==> src/include/tlmps_defs.vh <==
// Constants of the telemetry priority scheduler: command codes, field
// positions, tier codes, reset values and state codes.
// Assumes inclusion by bare name from the hdl/ sources.
`ifndef TLMPS_DEFS_VH
`define TLMPS_DEFS_VH

// Command codes seen on the command port
`define TLMPS_CMD_CFG 8'hD0
`define TLMPS_CMD_RD_VIN 8'h88
`define TLMPS_CMD_RD_VOUT 8'h8B
`define TLMPS_CMD_RD_IOUT 8'h8C
`define TLMPS_CMD_RD_TEMP 8'h8D

// Block lengths in bytes
`define TLMPS_CFG_LEN 8'h06
`define TLMPS_TELE_LEN 8'h02
`define TLMPS_NO_LEN 8'h00

// Configuration layout: each channel owns one byte, lowest byte first
`define TLMPS_CFG_W 40
`define TLMPS_TOP_BYTE 8'h00
`define TLMPS_CH_BYTE_W 8
`define TLMPS_PRI_LSB 6
`define TLMPS_AVG_LSB 0
`define TLMPS_AVG_W 3

// Channel numbers, equal to the byte index of their fields
`define TLMPS_CH_VOUT 2'h0
`define TLMPS_CH_IOUT 2'h1
`define TLMPS_CH_TEMP 2'h2
`define TLMPS_CH_VIN 2'h3

// Priority tier codes
`define TLMPS_TIER_A 2'h0
`define TLMPS_TIER_B 2'h1
`define TLMPS_TIER_C 2'h2
`define TLMPS_TIER_OFF 2'h3

// Largest valid averaging exponent
`define TLMPS_AVG_MAX 3'h5

// Configuration before nonvolatile load: all tiers A, depth 1, byte 4 = 03h
`define TLMPS_CFG_RST 40'h03_00_00_00_00

// Scheduler phases and states
`define TLMPS_PH_A 2'h0
`define TLMPS_PH_B 2'h1
`define TLMPS_PH_C 2'h2
`define TLMPS_ST_PICK 2'h0
`define TLMPS_ST_CONV 2'h1
`define TLMPS_ST_UPD 2'h2

`endif

==> src/hdl/tlmps_hist_mem.v <==
// Sample history memory of the telemetry averager, one region per channel.
// Assumes one clock, synchronous reset and a common clock enable.
module tlmps_hist_mem #(
   parameter DW = 16,
   parameter AW = 7
) (
   input wire clk, // System clock
   input wire ce, // Clock enable
   input wire rd_en, // Read request
   input wire [AW-1:0] rd_addr, // Read address
   output reg [DW-1:0] rd_data, // Registered read data
   input wire wr_en, // Write request
   input wire [AW-1:0] wr_addr, // Write address
   input wire [DW-1:0] wr_data // Write data
);
   reg [DW-1:0] mem [0:(1<<AW)-1];

   always @(posedge clk) begin
      if (ce) begin
         if (wr_en) begin
            mem[wr_addr] <= wr_data;
         end
         if (rd_en) begin
            rd_data <= mem[rd_addr];
         end
      end
   end
endmodule

==> src/hdl/tlmps_avg_unit.v <==
// Rolling-average arithmetic for one new sample.
// Assumes the caller has already zeroed sum and fill after a depth change.
`include "tlmps_defs.vh"
module tlmps_avg_unit #(
   parameter SW = 16,
   parameter FW = 6
) (
   input wire [SW+4:0] sum_in, // Running sum of the window
   input wire [FW-1:0] fill_in, // Samples held so far
   input wire [SW-1:0] sample, // Newest sample
   input wire [SW-1:0] oldest, // Sample leaving the window
   input wire [2:0] depth, // Averaging exponent
   output wire [SW+4:0] sum_out, // Updated running sum
   output wire [FW-1:0] fill_out, // Updated fill count
   output wire [SW-1:0] avg_out // Reported average
);
   wire [2:0] n = (depth > `TLMPS_AVG_MAX) ? `TLMPS_AVG_MAX : depth;
   wire [FW-1:0] len = {{(FW-1){1'b0}}, 1'b1} << n;
   wire full_in = (fill_in >= len);
   wire [SW+4:0] sub = full_in ? {5'h00, oldest} : {(SW+5){1'b0}};
   wire [SW+4:0] shifted;

   assign sum_out = sum_in + {5'h00, sample} - sub;
   assign fill_out = full_in ? fill_in : fill_in + {{(FW-1){1'b0}}, 1'b1};
   assign shifted = sum_out >> n;
   // Until the window is full the newest sample stands in for the average
   assign avg_out = (fill_out >= len) ? shifted[SW-1:0] : sample;
endmodule

==> src/hdl/tlmps_top.v <==
// Telemetry priority scheduler: configuration command, tiered ADC rotation,
// per-channel rolling averages and telemetry read-back.
// Assumes a command-level front end that has already framed block transfers,
// an ADC that answers each start pulse with one done pulse, and NVM data
// presented on nvm_valid after power-up.
`include "tlmps_defs.vh"

// Summary of operation
// (RL1) One ADC; all tier A channels first
// (RL2) One tier B sample per tier A pass
// (RL3) One tier C sample per tier B pass
// (RL4) Input voltage tier field, 11b disables
// (RL5) Input voltage average over 2^N samples
// (RL6) Temperature tier field; 11b invalid
// (RL7) Temperature average over 2^N samples
// (RL8) Output current tier field, 11b disables
// (RL9) Output current average over 2^N samples
// (RL10) Output voltage tier field, 11b disables
// (RL11) Output voltage average over 2^N samples
// (RL12) Disabled channel reads back zero
// (RL13) Temperature can never be disabled
// (RL14) Top byte reads zero, host writes 00h
// (RL15) Host writes 03h into byte four
// (RL16) Host writes reserved gaps as zero
// (RL17) Config command uses six-byte blocks only
// (RL18) NVM load at power-up; changes apply next pass
// (RL19) Empty tiers and disabled channels take no slot
module tlmps_top #(
   parameter SW = 16,
   parameter HAW = 5
) (
   input wire clk, // System clock, 100 MHz
   input wire rst_n, // Synchronous reset, active low
   input wire ce, // Clock enable, freezes all state when low
   input wire nvm_valid, // Stored configuration is available
   input wire [`TLMPS_CFG_W-1:0] nvm_cfg, // Stored configuration bits 39:0
   input wire cmd_valid, // Command request strobe
   input wire cmd_write, // 1 = block write, 0 = read
   input wire [7:0] cmd_code, // Command code
   input wire [7:0] cmd_len, // Write byte count
   input wire [47:0] cmd_wdata, // Write data, first byte in bits 7:0
   output reg resp_valid, // Answer strobe
   output reg resp_ok, // Command accepted
   output reg [7:0] resp_len, // Read byte count
   output reg [47:0] resp_rdata, // Read data
   output reg adc_start, // Start one conversion
   output reg [1:0] adc_chan, // Channel to convert
   input wire adc_done, // Conversion finished
   input wire [SW-1:0] adc_data // Conversion result
);
   localparam FW = HAW + 1;
   localparam AW = HAW + 2;

   reg [`TLMPS_CFG_W-1:0] cfg_q;
   reg [`TLMPS_CFG_W-1:0] snap_q;
   reg loaded_q;
   reg [1:0] phase_q;
   reg [1:0] st_q;
   reg [2:0] a_idx_q;
   reg [1:0] b_ptr_q;
   reg [1:0] c_ptr_q;
   reg c_due_q;
   reg [SW-1:0] sample_q;
   reg [SW+4:0] sum_q [0:3];
   reg [FW-1:0] fill_q [0:3];
   reg [HAW-1:0] ptr_q [0:3];
   reg [2:0] depth_q [0:3];
   reg [SW-1:0] avg_q [0:3];
   integer i;

   // Tier of a channel in a configuration image
   function [1:0] tier_of;
      input [`TLMPS_CFG_W-1:0] cfg;
      input [1:0] ch;
      reg [1:0] t;
      begin
         t = cfg[ch*`TLMPS_CH_BYTE_W+`TLMPS_PRI_LSB +: 2];
         // Temperature stays scheduled whatever is written
         if (ch == `TLMPS_CH_TEMP && t == `TLMPS_TIER_OFF) begin // [RL13] [RL6]
            t = `TLMPS_TIER_C;
         end
         tier_of = t;
      end
   endfunction

   // First member of mask at or above start; bit 2 flags a hit
   function [2:0] find_from;
      input [3:0] mask;
      input [2:0] start;
      integer k;
      begin
         find_from = 3'h0;
         for (k = 3; k >= 0; k = k - 1) begin
            if (mask[k] && k >= start) begin
               find_from = {1'b1, k[1:0]};
            end
         end
      end
   endfunction

   // Cyclic search starting at ptr
   function [2:0] find_cyc;
      input [3:0] mask;
      input [1:0] ptr;
      reg [2:0] f;
      begin
         f = find_from(mask, {1'b0, ptr});
         if (!f[2]) begin
            f = find_from(mask, 3'h0);
         end
         find_cyc = f;
      end
   endfunction

   // Tier masks of the active pass; live_off flags disabled channels of the live configuration
   wire [3:0] mask_a;
   wire [3:0] mask_b;
   wire [3:0] mask_c;
   wire [3:0] live_off;
   genvar g;
   generate
      for (g = 0; g < 4; g = g + 1) begin : g_mask
         assign mask_a[g] = (tier_of(snap_q, g) == `TLMPS_TIER_A); // [RL4] [RL8] [RL10]
         assign mask_b[g] = (tier_of(snap_q, g) == `TLMPS_TIER_B);
         assign mask_c[g] = (tier_of(snap_q, g) == `TLMPS_TIER_C);
         assign live_off[g] = (tier_of(cfg_q, g) == `TLMPS_TIER_OFF);
      end
   endgenerate

   wire [2:0] fa = find_from(mask_a, a_idx_q); // [RL1]
   wire [2:0] fb = find_cyc(mask_b, b_ptr_q);
   wire [2:0] fb_rest = find_from(mask_b, {1'b0, fb[1:0]} + 3'h1);
   wire [2:0] fc = find_cyc(mask_c, c_ptr_q);

   // Averaging depth of the channel being converted
   wire [2:0] cur_depth = snap_q[adc_chan*`TLMPS_CH_BYTE_W+`TLMPS_AVG_LSB +: `TLMPS_AVG_W];
   wire [2:0] clamp_depth = (cur_depth > `TLMPS_AVG_MAX) ? `TLMPS_AVG_MAX : cur_depth;
   wire depth_chg = (clamp_depth != depth_q[adc_chan]);
   wire [HAW-1:0] old_ptr = ptr_q[adc_chan] - ({{(HAW-1){1'b0}}, 1'b1} << clamp_depth);

   wire mem_rd_en = (st_q == `TLMPS_ST_CONV) && adc_done;
   wire mem_we = (st_q == `TLMPS_ST_UPD);
   wire [SW-1:0] mem_rdata;

   tlmps_hist_mem #(.DW(SW), .AW(AW)) u_mem (
      .clk(clk),
      .ce(ce),
      .rd_en(mem_rd_en),
      .rd_addr({adc_chan, old_ptr}),
      .rd_data(mem_rdata),
      .wr_en(mem_we),
      .wr_addr({adc_chan, ptr_q[adc_chan]}),
      .wr_data(sample_q)
   );

   wire [SW+4:0] sum_next;
   wire [FW-1:0] fill_next;
   wire [SW-1:0] avg_next;

   // A changed depth restarts the window from empty
   tlmps_avg_unit #(.SW(SW), .FW(FW)) u_avg (
      .sum_in(depth_chg ? {(SW+5){1'b0}} : sum_q[adc_chan]),
      .fill_in(depth_chg ? {FW{1'b0}} : fill_q[adc_chan]),
      .sample(sample_q),
      .oldest(mem_rdata),
      .depth(clamp_depth), // [RL5] [RL7] [RL9] [RL11]
      .sum_out(sum_next),
      .fill_out(fill_next),
      .avg_out(avg_next)
   );

   // Telemetry word for a read command
   function [SW-1:0] tele_val;
      input [1:0] ch;
      input [3:0] off;
      input [SW-1:0] val;
      begin
         tele_val = off[ch] ? {SW{1'b0}} : val; // [RL12]
      end
   endfunction

   always @(posedge clk) begin
      if (!rst_n) begin
         cfg_q <= `TLMPS_CFG_RST;
         snap_q <= `TLMPS_CFG_RST;
         loaded_q <= 1'b0;
         phase_q <= `TLMPS_PH_A;
         st_q <= `TLMPS_ST_PICK;
         a_idx_q <= 3'h0;
         b_ptr_q <= 2'h0;
         c_ptr_q <= 2'h0;
         c_due_q <= 1'b0;
         sample_q <= {SW{1'b0}};
         resp_valid <= 1'b0;
         resp_ok <= 1'b0;
         resp_len <= `TLMPS_NO_LEN;
         resp_rdata <= 48'h0000_0000_0000;
         adc_start <= 1'b0;
         adc_chan <= 2'h0;
         for (i = 0; i < 4; i = i + 1) begin
            sum_q[i] <= {(SW+5){1'b0}};
            fill_q[i] <= {FW{1'b0}};
            ptr_q[i] <= {HAW{1'b0}};
            depth_q[i] <= 3'h0;
            avg_q[i] <= {SW{1'b0}};
         end
      end else if (ce) begin
         adc_start <= 1'b0;
         resp_valid <= 1'b0;

         // Power-up load of the stored configuration
         if (!loaded_q && nvm_valid) begin // [RL18]
            cfg_q <= nvm_cfg;
            snap_q <= nvm_cfg;
            loaded_q <= 1'b1;
         end

         // Command port
         if (cmd_valid) begin
            resp_valid <= 1'b1;
            resp_ok <= 1'b0;
            resp_len <= `TLMPS_NO_LEN;
            resp_rdata <= 48'h0000_0000_0000;
            case (cmd_code)
               `TLMPS_CMD_CFG: begin
                  if (cmd_write) begin
                     // Only a six-byte block is taken; top byte is not stored
                     if (cmd_len == `TLMPS_CFG_LEN) begin // [RL17] [RL14]
                        cfg_q <= cmd_wdata[`TLMPS_CFG_W-1:0];
                        resp_ok <= 1'b1;
                     end
                  end else begin
                     resp_ok <= 1'b1;
                     resp_len <= `TLMPS_CFG_LEN; // [RL17]
                     resp_rdata <= {`TLMPS_TOP_BYTE, cfg_q}; // [RL14]
                  end
               end
               `TLMPS_CMD_RD_VOUT, `TLMPS_CMD_RD_IOUT,
               `TLMPS_CMD_RD_TEMP, `TLMPS_CMD_RD_VIN: begin
                  if (!cmd_write) begin
                     resp_ok <= 1'b1;
                     resp_len <= `TLMPS_TELE_LEN;
                     case (cmd_code)
                        `TLMPS_CMD_RD_VOUT: resp_rdata <= {32'h0000_0000,
                           tele_val(`TLMPS_CH_VOUT, live_off, avg_q[0])};
                        `TLMPS_CMD_RD_IOUT: resp_rdata <= {32'h0000_0000,
                           tele_val(`TLMPS_CH_IOUT, live_off, avg_q[1])};
                        `TLMPS_CMD_RD_TEMP: resp_rdata <= {32'h0000_0000,
                           tele_val(`TLMPS_CH_TEMP, live_off, avg_q[2])};
                        default: resp_rdata <= {32'h0000_0000,
                           tele_val(`TLMPS_CH_VIN, live_off, avg_q[3])};
                     endcase
                  end
               end
               default: begin
                  resp_ok <= 1'b0;
               end
            endcase
         end

         // Scheduler
         case (st_q)
            `TLMPS_ST_PICK: begin
               if (loaded_q) begin
                  case (phase_q)
                     `TLMPS_PH_A: begin
                        if (fa[2]) begin // [RL1]
                           adc_start <= 1'b1;
                           adc_chan <= fa[1:0];
                           a_idx_q <= {1'b0, fa[1:0]} + 3'h1;
                           st_q <= `TLMPS_ST_CONV;
                        end else begin
                           a_idx_q <= 3'h0;
                           phase_q <= `TLMPS_PH_B;
                        end
                     end
                     `TLMPS_PH_B: begin
                        // A finished B pass hands the next B slot to tier C
                        if (mask_b == 4'h0 || (c_due_q && mask_c != 4'h0)) begin // [RL19]
                           c_due_q <= 1'b0;
                           if (mask_c != 4'h0) begin
                              adc_start <= 1'b1; // [RL3]
                              adc_chan <= fc[1:0];
                              c_ptr_q <= fc[1:0] + 2'h1;
                              st_q <= `TLMPS_ST_CONV;
                           end
                        end else begin
                           adc_start <= 1'b1; // [RL2]
                           adc_chan <= fb[1:0];
                           b_ptr_q <= fb[1:0] + 2'h1;
                           st_q <= `TLMPS_ST_CONV;
                           c_due_q <= !fb_rest[2];
                        end
                        phase_q <= `TLMPS_PH_A;
                        snap_q <= cfg_q; // [RL18]
                     end
                     default: begin
                        phase_q <= `TLMPS_PH_A;
                     end
                  endcase
               end
            end
            `TLMPS_ST_CONV: begin
               if (adc_done) begin
                  sample_q <= adc_data;
                  st_q <= `TLMPS_ST_UPD;
               end
            end
            `TLMPS_ST_UPD: begin
               sum_q[adc_chan] <= sum_next; // [RL5] [RL7] [RL9] [RL11]
               fill_q[adc_chan] <= fill_next;
               avg_q[adc_chan] <= avg_next;
               depth_q[adc_chan] <= clamp_depth;
               ptr_q[adc_chan] <= ptr_q[adc_chan] + {{(HAW-1){1'b0}}, 1'b1};
               st_q <= `TLMPS_ST_PICK;
            end
            default: begin
               st_q <= `TLMPS_ST_PICK;
            end
         endcase
      end
   end
endmodule

==> config.mk <==
export PLATFORM = sky130hd
export DESIGN_NAME = tlmps_top
export DESIGN_NICKNAME = d
export VERILOG_FILES = /design/src/hdl/tlmps_hist_mem.v /design/src/hdl/tlmps_avg_unit.v /design/src/hdl/tlmps_top.v
export VERILOG_INCLUDE_DIRS = /design/src /design/src/include
export SDC_FILE = /design/constraint.sdc
export NUM_CORES = 2
export LEC_CHECK = 0
export BUFFER_PORTS_ARGS = -buffer_cell sky130_fd_sc_hd__buf_2
export CAP_MARGIN = 5
export CORE_MARGIN = 3
export CORE_UTILIZATION = 60
export CTS_BUF_LIST = sky130_fd_sc_hd__clkbuf_8 sky130_fd_sc_hd__clkbuf_16
export CTS_CLUSTER_SIZE = 30
export DETAILED_ROUTE_END_ITERATION = 10
export PLACE_DENSITY = 0.75
export SKIP_LAST_GASP = 1
export SLEW_MARGIN = 20
export SYNTH_ARGS = -nofsm -noshare
export SYNTH_HDL_FRONTEND = slang
export SYNTH_SLANG_ARGS = --single-unit
==> constraint.sdc <==
create_clock -name clk -period 8.3 [get_ports clk]
set_input_delay 0.83 -clock clk [delete_from_list [all_inputs] [get_ports clk]]
set_output_delay 0.83 -clock clk [all_outputs]
set_load 0.01 [all_outputs]
Word level (Yosys, flattened, before mapping)
Memories as Yosys holds them, arrays and structs flattened. A register that Yosys moved wholly into a read port is not among the register bits.
Cells that the tools add are included.
{"block": "classes", "n_reduce_logical": 46, "n_eq_ne": 32, "order_cmp": 18, "mux": 108, "bitwise_logic": 1, "n_addsub": 9, "shifts": 4}
{"operator": "two-way mux 40 bit", "n": 10}
{"operator": "two-way mux 16 bit", "n": 8}
{"operator": "case mux 40 bit (2 select lines)", "n": 1}
{"operator": "two-way mux 2 bit", "n": 34}
{"operator": "two-way mux 3 bit", "n": 21}
{"operator": "case mux 16 bit (3 select lines)", "n": 1}
{"operator": "two-way mux 21 bit", "n": 2}
{"operator": "equality test 8 bit (second input constant)", "n": 5}
{"operator": "variable part select 40 x 6 -> 3 bit", "n": 1}
{"operator": "equality test 2 bit (second input constant)", "n": 11}
{"operator": "adder 21 x 16 -> 21 bit", "n": 1}
{"operator": "two-way mux 1 bit", "n": 21}
{"operator": "OR reduction 21 bit", "n": 1}
{"operator": ">> shifter 21 x 3 -> 16 bit", "n": 1}
{"operator": "subtractor 21 bit", "n": 1}
{"operator": "two-way mux 6 bit", "n": 3}
{"operator": "AND reduction 6 bit", "n": 3}
{"operator": "logical AND 1 bit", "n": 17}
{"operator": "OR reduction 16 bit", "n": 1}
{"operator": "equality test 2 x 1 -> 1 bit (second input constant)", "n": 6}
{"operator": ">= comparator 1 x 3 -> 1 bit (first input constant)", "n": 4}
{"operator": ">= comparator 2 x 3 -> 1 bit (first input constant)", "n": 4}
{"operator": ">= comparator 6 bit", "n": 2}
{"operator": "logical NOT 2 bit", "n": 6}
{"operator": "other kinds (34)", "n": 53}
{"block": "totals", "in_bits": 127, "ramBits": 2252, "output_inout_bits": 61, "mem_count": 6, "wordCells": 240, "ff_bits": 170}
{"name": "u_mem.mem", "depth": 128, "word_bits": 16, "read_ports": 1, "rd_ports_with_merged_regs": 1, "write_ports": 1, "line": "tlmps_hist_mem.v:16", "source": "reg [DW-1:0] mem [0:(1<<AW)-1];"}
{"name": "sum_q", "depth": 4, "word_bits": 21, "read_ports": 1, "rd_ports_with_merged_regs": 1, "write_ports": 4, "line": "tlmps_top.v:64", "source": "reg [SW+4:0] sum_q [0:3];"}
{"name": "avg_q", "depth": 4, "word_bits": 16, "read_ports": 4, "rd_ports_with_merged_regs": 0, "write_ports": 4, "line": "tlmps_top.v:68", "source": "reg [SW-1:0] avg_q [0:3];"}
{"name": "fill_q", "depth": 4, "word_bits": 6, "read_ports": 1, "rd_ports_with_merged_regs": 1, "write_ports": 4, "line": "tlmps_top.v:65", "source": "reg [FW-1:0] fill_q [0:3];"}
{"name": "ptr_q", "depth": 4, "word_bits": 5, "read_ports": 1, "rd_ports_with_merged_regs": 1, "write_ports": 4, "line": "tlmps_top.v:66", "source": "reg [HAW-1:0] ptr_q [0:3];"}
{"name": "depth_q", "depth": 4, "word_bits": 3, "read_ports": 1, "rd_ports_with_merged_regs": 1, "write_ports": 4, "line": "tlmps_top.v:67", "source": "reg [2:0] depth_q [0:3];"}

Longest topological paths before layout
{"block": "logic_depth", "word_depth": 17, "mapped_depth": 27, "ltp_nobuf": 23}

Hierarchy
Synthesis repeated with hierarchy kept, for this count alone.
{"block": "unflattened", "cells_unflattened": 4883, "hier_area_um2": 97194.5}
{"module": "tlmps_hist_mem", "cells_each": 3085, "area_per_inst_um2": 78696.7, "seq_area_each_um2": 61979.4, "n_inst": 1}
{"module": "tlmps_top", "cells_each": 1341, "area_per_inst_um2": 15282.2, "seq_area_each_um2": 8868.5, "n_inst": 1}
{"module": "tlmps_avg_unit", "cells_each": 457, "area_per_inst_um2": 3215.6, "seq_area_each_um2": 0.0, "n_inst": 1}

Worst setup path before layout
OpenSTA, ideal clock, no wires.
{"block": "synth_timing", "path_kind": "register -> register", "start": "register adc_chan[0]", "end": "memory avg_q[3][9], data pin", "arrival_ns": 6.230, "required_ns": 8.045, "path_stages_with_launch": 26, "path_slack_ns": 1.815, "setup_ns": 0.255, "synth_period_minus_slack_ns": 6.485, "path_buffers": 3, "path_cell_list": "dfxtp_1 mux4_2 buf_6 xor2_1 or3_4 o22ai_2 nand2_1 ha_1 nand2b_1 a21o_1 a211oi_1 o31ai_1 clkbuf_1 clkbuf_1 and2_1 fa_1 inv_1 ha_1 and3_1 a221oi_1 or4_1 o211ai_1 xnor2_1 o22ai_1 or3_1 and3_1"}
{"item": "start, declared", "line": "tlmps_top.v:47", "source": "output reg [1:0] adc_chan,"}
{"item": "start signal, assigned", "line": "tlmps_top.v:269", "source": "adc_chan <= fa[1:0];"}
{"item": "start signal, assigned", "line": "tlmps_top.v:283", "source": "adc_chan <= fc[1:0];"}
{"item": "start signal, assigned", "line": "tlmps_top.v:289", "source": "adc_chan <= fb[1:0];"}
{"item": "end, declared", "line": "tlmps_top.v:68"}

==> metrics.cfg <==
[placed_design]
placed_wire_length_estimate_after_detailed_placement_um=134000
buffer_ports.inserted=165
post_dp_cell_area_um2=101000
gp_congestion=0.912
placedCellCount=7129

[final_layout]
final_cells=7546
final_cell_area_um2=108000
nFillCells=9688
final_net_count=5397
area.growth.synth_to_final_pct=12.0
layout.core_utilization_pct=68.0
post_route_cells_drive_above_1_share_pct=27.5

[floorplan]
floorplan.die_area_um2=166000
initial_standard_cell_utilization_of_the_core_pct=60.7
placeableCoreArea_um2=159000
die-width_um=407
io_pins=188
cell_rows=146
floorplan.die.height_um=407

[clock_network]
cts_tree=built
clk_pin_slew_worst_paths_ps=60
h_tree_levels=4
post-cts-setup-buffers=0
clk_root_buf=sky130_fd_sc_hd__clkbuf_16
insertion_delay_ps=870
clock_sink_count=2405
cts_buffers=225
cts-root-to-sink-buffers=3
cts.hold.buffers_added=0
cts_resized=0

[drt]
post_drt_wl_per_cell_um=31.3
route.vias.total=50200
detail_route.vias_per_cell=6.65
total_wire_length_after_detailed_routing_um=236000
ant_nets=0
drc=0
first_pass_iters=7
drt_first_iter_violations=7283

[yosys]
post_synth_num_cell_types=84
postSynthRegisterBits=2405
yosys.area.top_type=sky130_fd_sc_hd__edfxtp_1
synth.area.top_cells=sky130_fd_sc_hd__edfxtp_1, sky130_fd_sc_hd__mux4_2, sky130_fd_sc_hd__dfxtp_1
yosysMostFrequentCell=sky130_fd_sc_hd__edfxtp_1
postSynthAreaPerCell_um2=19.8
synth_commonest_cells=sky130_fd_sc_hd__edfxtp_1, sky130_fd_sc_hd__mux4_2, sky130_fd_sc_hd__nor2_1, sky130_fd_sc_hd__clkbuf_1, sky130_fd_sc_hd__nand2_1
ys_flop_type=sky130_fd_sc_hd__edfxtp_1
synth_seq_area_share_pct=73.3
yosys_warnings=0
synth_async_sr_flop_share_pct=0
synthCells=4882
netlist.area_leader.share_pct=70.5
synth-edff-count=2268
synth_area_um2=96600

[worst_setup_path]
critical_path.cell_chain=mux4_2 -> nor2_2 -> xnor2_1 -> o22ai_2 -> nand2_1 -> ha_1 -> nand2b_1 -> a21o_1 -> a211oi_1 -> o31ai_2 -> buf_4 -> and2_1 -> ha_1 -> inv_1 -> ha_1 -> fa_1 -> a21o_1 -> a221o_1 -> a21oi_1 -> nand2_1 -> xnor2_1 -> o22ai_1 -> a211oi_1 -> nor3_1
worst-endpoint-arrival_ps=8060
worstPathRequired_ps=8880
worst_path_most_repeated_cell=sky130_fd_sc_hd__ha_1
cpPeakStageDelay_ps=790
crit_path_max_fanout=20
worstPathBufferInverterCount=2
worstSetupPathType=register to register
critical-path-slowest-cell=sky130_fd_sc_hd__xnor2_1
crit_family=compound AO/OA/AOI/OAI gates
worst-r2r-setup-slack_ps=820
start_kind=register
critical_path.endpoint_type=register

[timing]
tightest_slew_ps=1100
timing.final.setup_violations=0
timing_max_transition_violations_final=0
fmax_mhz=134
final_hold_viol_count=0
rsz0062_at_grt=no
fin_worst_hold_slack_ps=217
maxSlewHeadroom_pct=26.3
clock_skew_ps=44.7
fin_tns_setup_ps=0
period_needed_ps=7480
final_period_util_pct=90.1

[hold_path]
hold_path.class=input pin to register

[global_routing]
grt_use_total_pct=28.8
initial_antenna_violation_count=11
first_global_vias=50400
grt_first_pass_wirelength_um=350000
grt_remaining_overflow=0
grt_start_max_net_pins=129

[status]
run_status=complete, no violations

[pwr]
total_power_divided_by_cell_area_nw_per_um2=246
vdd.ir_drop.worst_mv=0.233
power.static_leakage_nw=36.7

[job]
maximum_capacitance_violations=0

## placed cells by master (no fill, tap or decap), drive strengths merged, types with 62 or more instances in the layout
cell type | Yosys | final
clkinv | 2 | 113
inv | 81 | 127
mux4 | 708 | 708
a21oi | 111 | 111
buf | 89 | 382
o21ai | 128 | 128
nor2 | 341 | 341
clkbuf | 205 | 236
nand2 | 172 | 172
edfxtp | 2268 | 2268
dfxtp | 137 | 137
nor2b | 62 | 62
## logic make-up after synthesis
group / share of synthesized area (%)
flops: 73.3
simple gates: 3.71
mux: 17.1
compound gates: 3.14
buf+inv: 1.60
fa+ha+maj: 0.919
xor+xnor: 0.262
other cells: 0.00388
## power breakdown
| part | internal [mW] | switching (mW) |
|---|---|---|
| combinational | 1.40 | 2.09 |
| clock | 5.50 | 4.43 |
| sequential | 13.2 | 0.0457 |
| total | 20.1 | 6.56 |
## tightest hold or removal path: cells and delay by family
kind	cells	cell delay, ps
buffers and inverters	1	90
AO/OA/AOI/OAI	1	70
AND/OR/NAND/NOR	1	50
## cell type report
cell class              count  area [µm²]  share of cell area, %
flip-flops and latches   2405       70900                   65.5
multi-input cells        2113       24400                   22.5
clock buffers             236        5830                   5.39
repair buffers            382        2730                   2.52
well taps                2146        2690                   2.48
clock inverters           177        1330                   1.23
inverters                  83         312                  0.288
diodes                      4        10.0                0.00925
## sequential cells by signal, summed over array words and instances, names as in the netlist, 3 cells and up, named ones only
name	flops
depth_q	12
a_idx_q	3
u_mem.mem	2048
cfg_q	40
resp_rdata	40
snap_q	20
ptr_q	20
sample_q	16
sum_q	84
u_mem.rd_data	16
fill_q	24
avg_q	64
## worst paths after layout
| path | startpoint | endpoint | cells past startpoint |
|---|---|---|---|
| setup / recovery | adc_chan[0] | avg_q[2][12] | 24 |
| hold / removal | adc_data[2] | sample_q[2] | 3 |
| hold reg to reg | a_idx_q[0] | a_idx_q[0] | 2 |
| setup reg to reg | adc_chan[0] | avg_q[2][12] | 24 |
## metal layers
layer	track usage, %	share of wire [%]	vias to the layer above
li1	-	-	20600
met1	41.4	38	26000
met2	44.8	48	3094
met3	6.28	10	460
met4	9.93	3.8	8
met5	0	0.029	-
## per-stage QoR
stage / worst slack (ps) / power [mW]
global route: 339 / 27.4
finish: 820 / 26.6
global placement: 1010 / 16.9
detailed placement: 938 / 16.9
CTS: 895 / 26.7
floorplan: 1820 / 15.8
(Power assumes the default switching activity.)
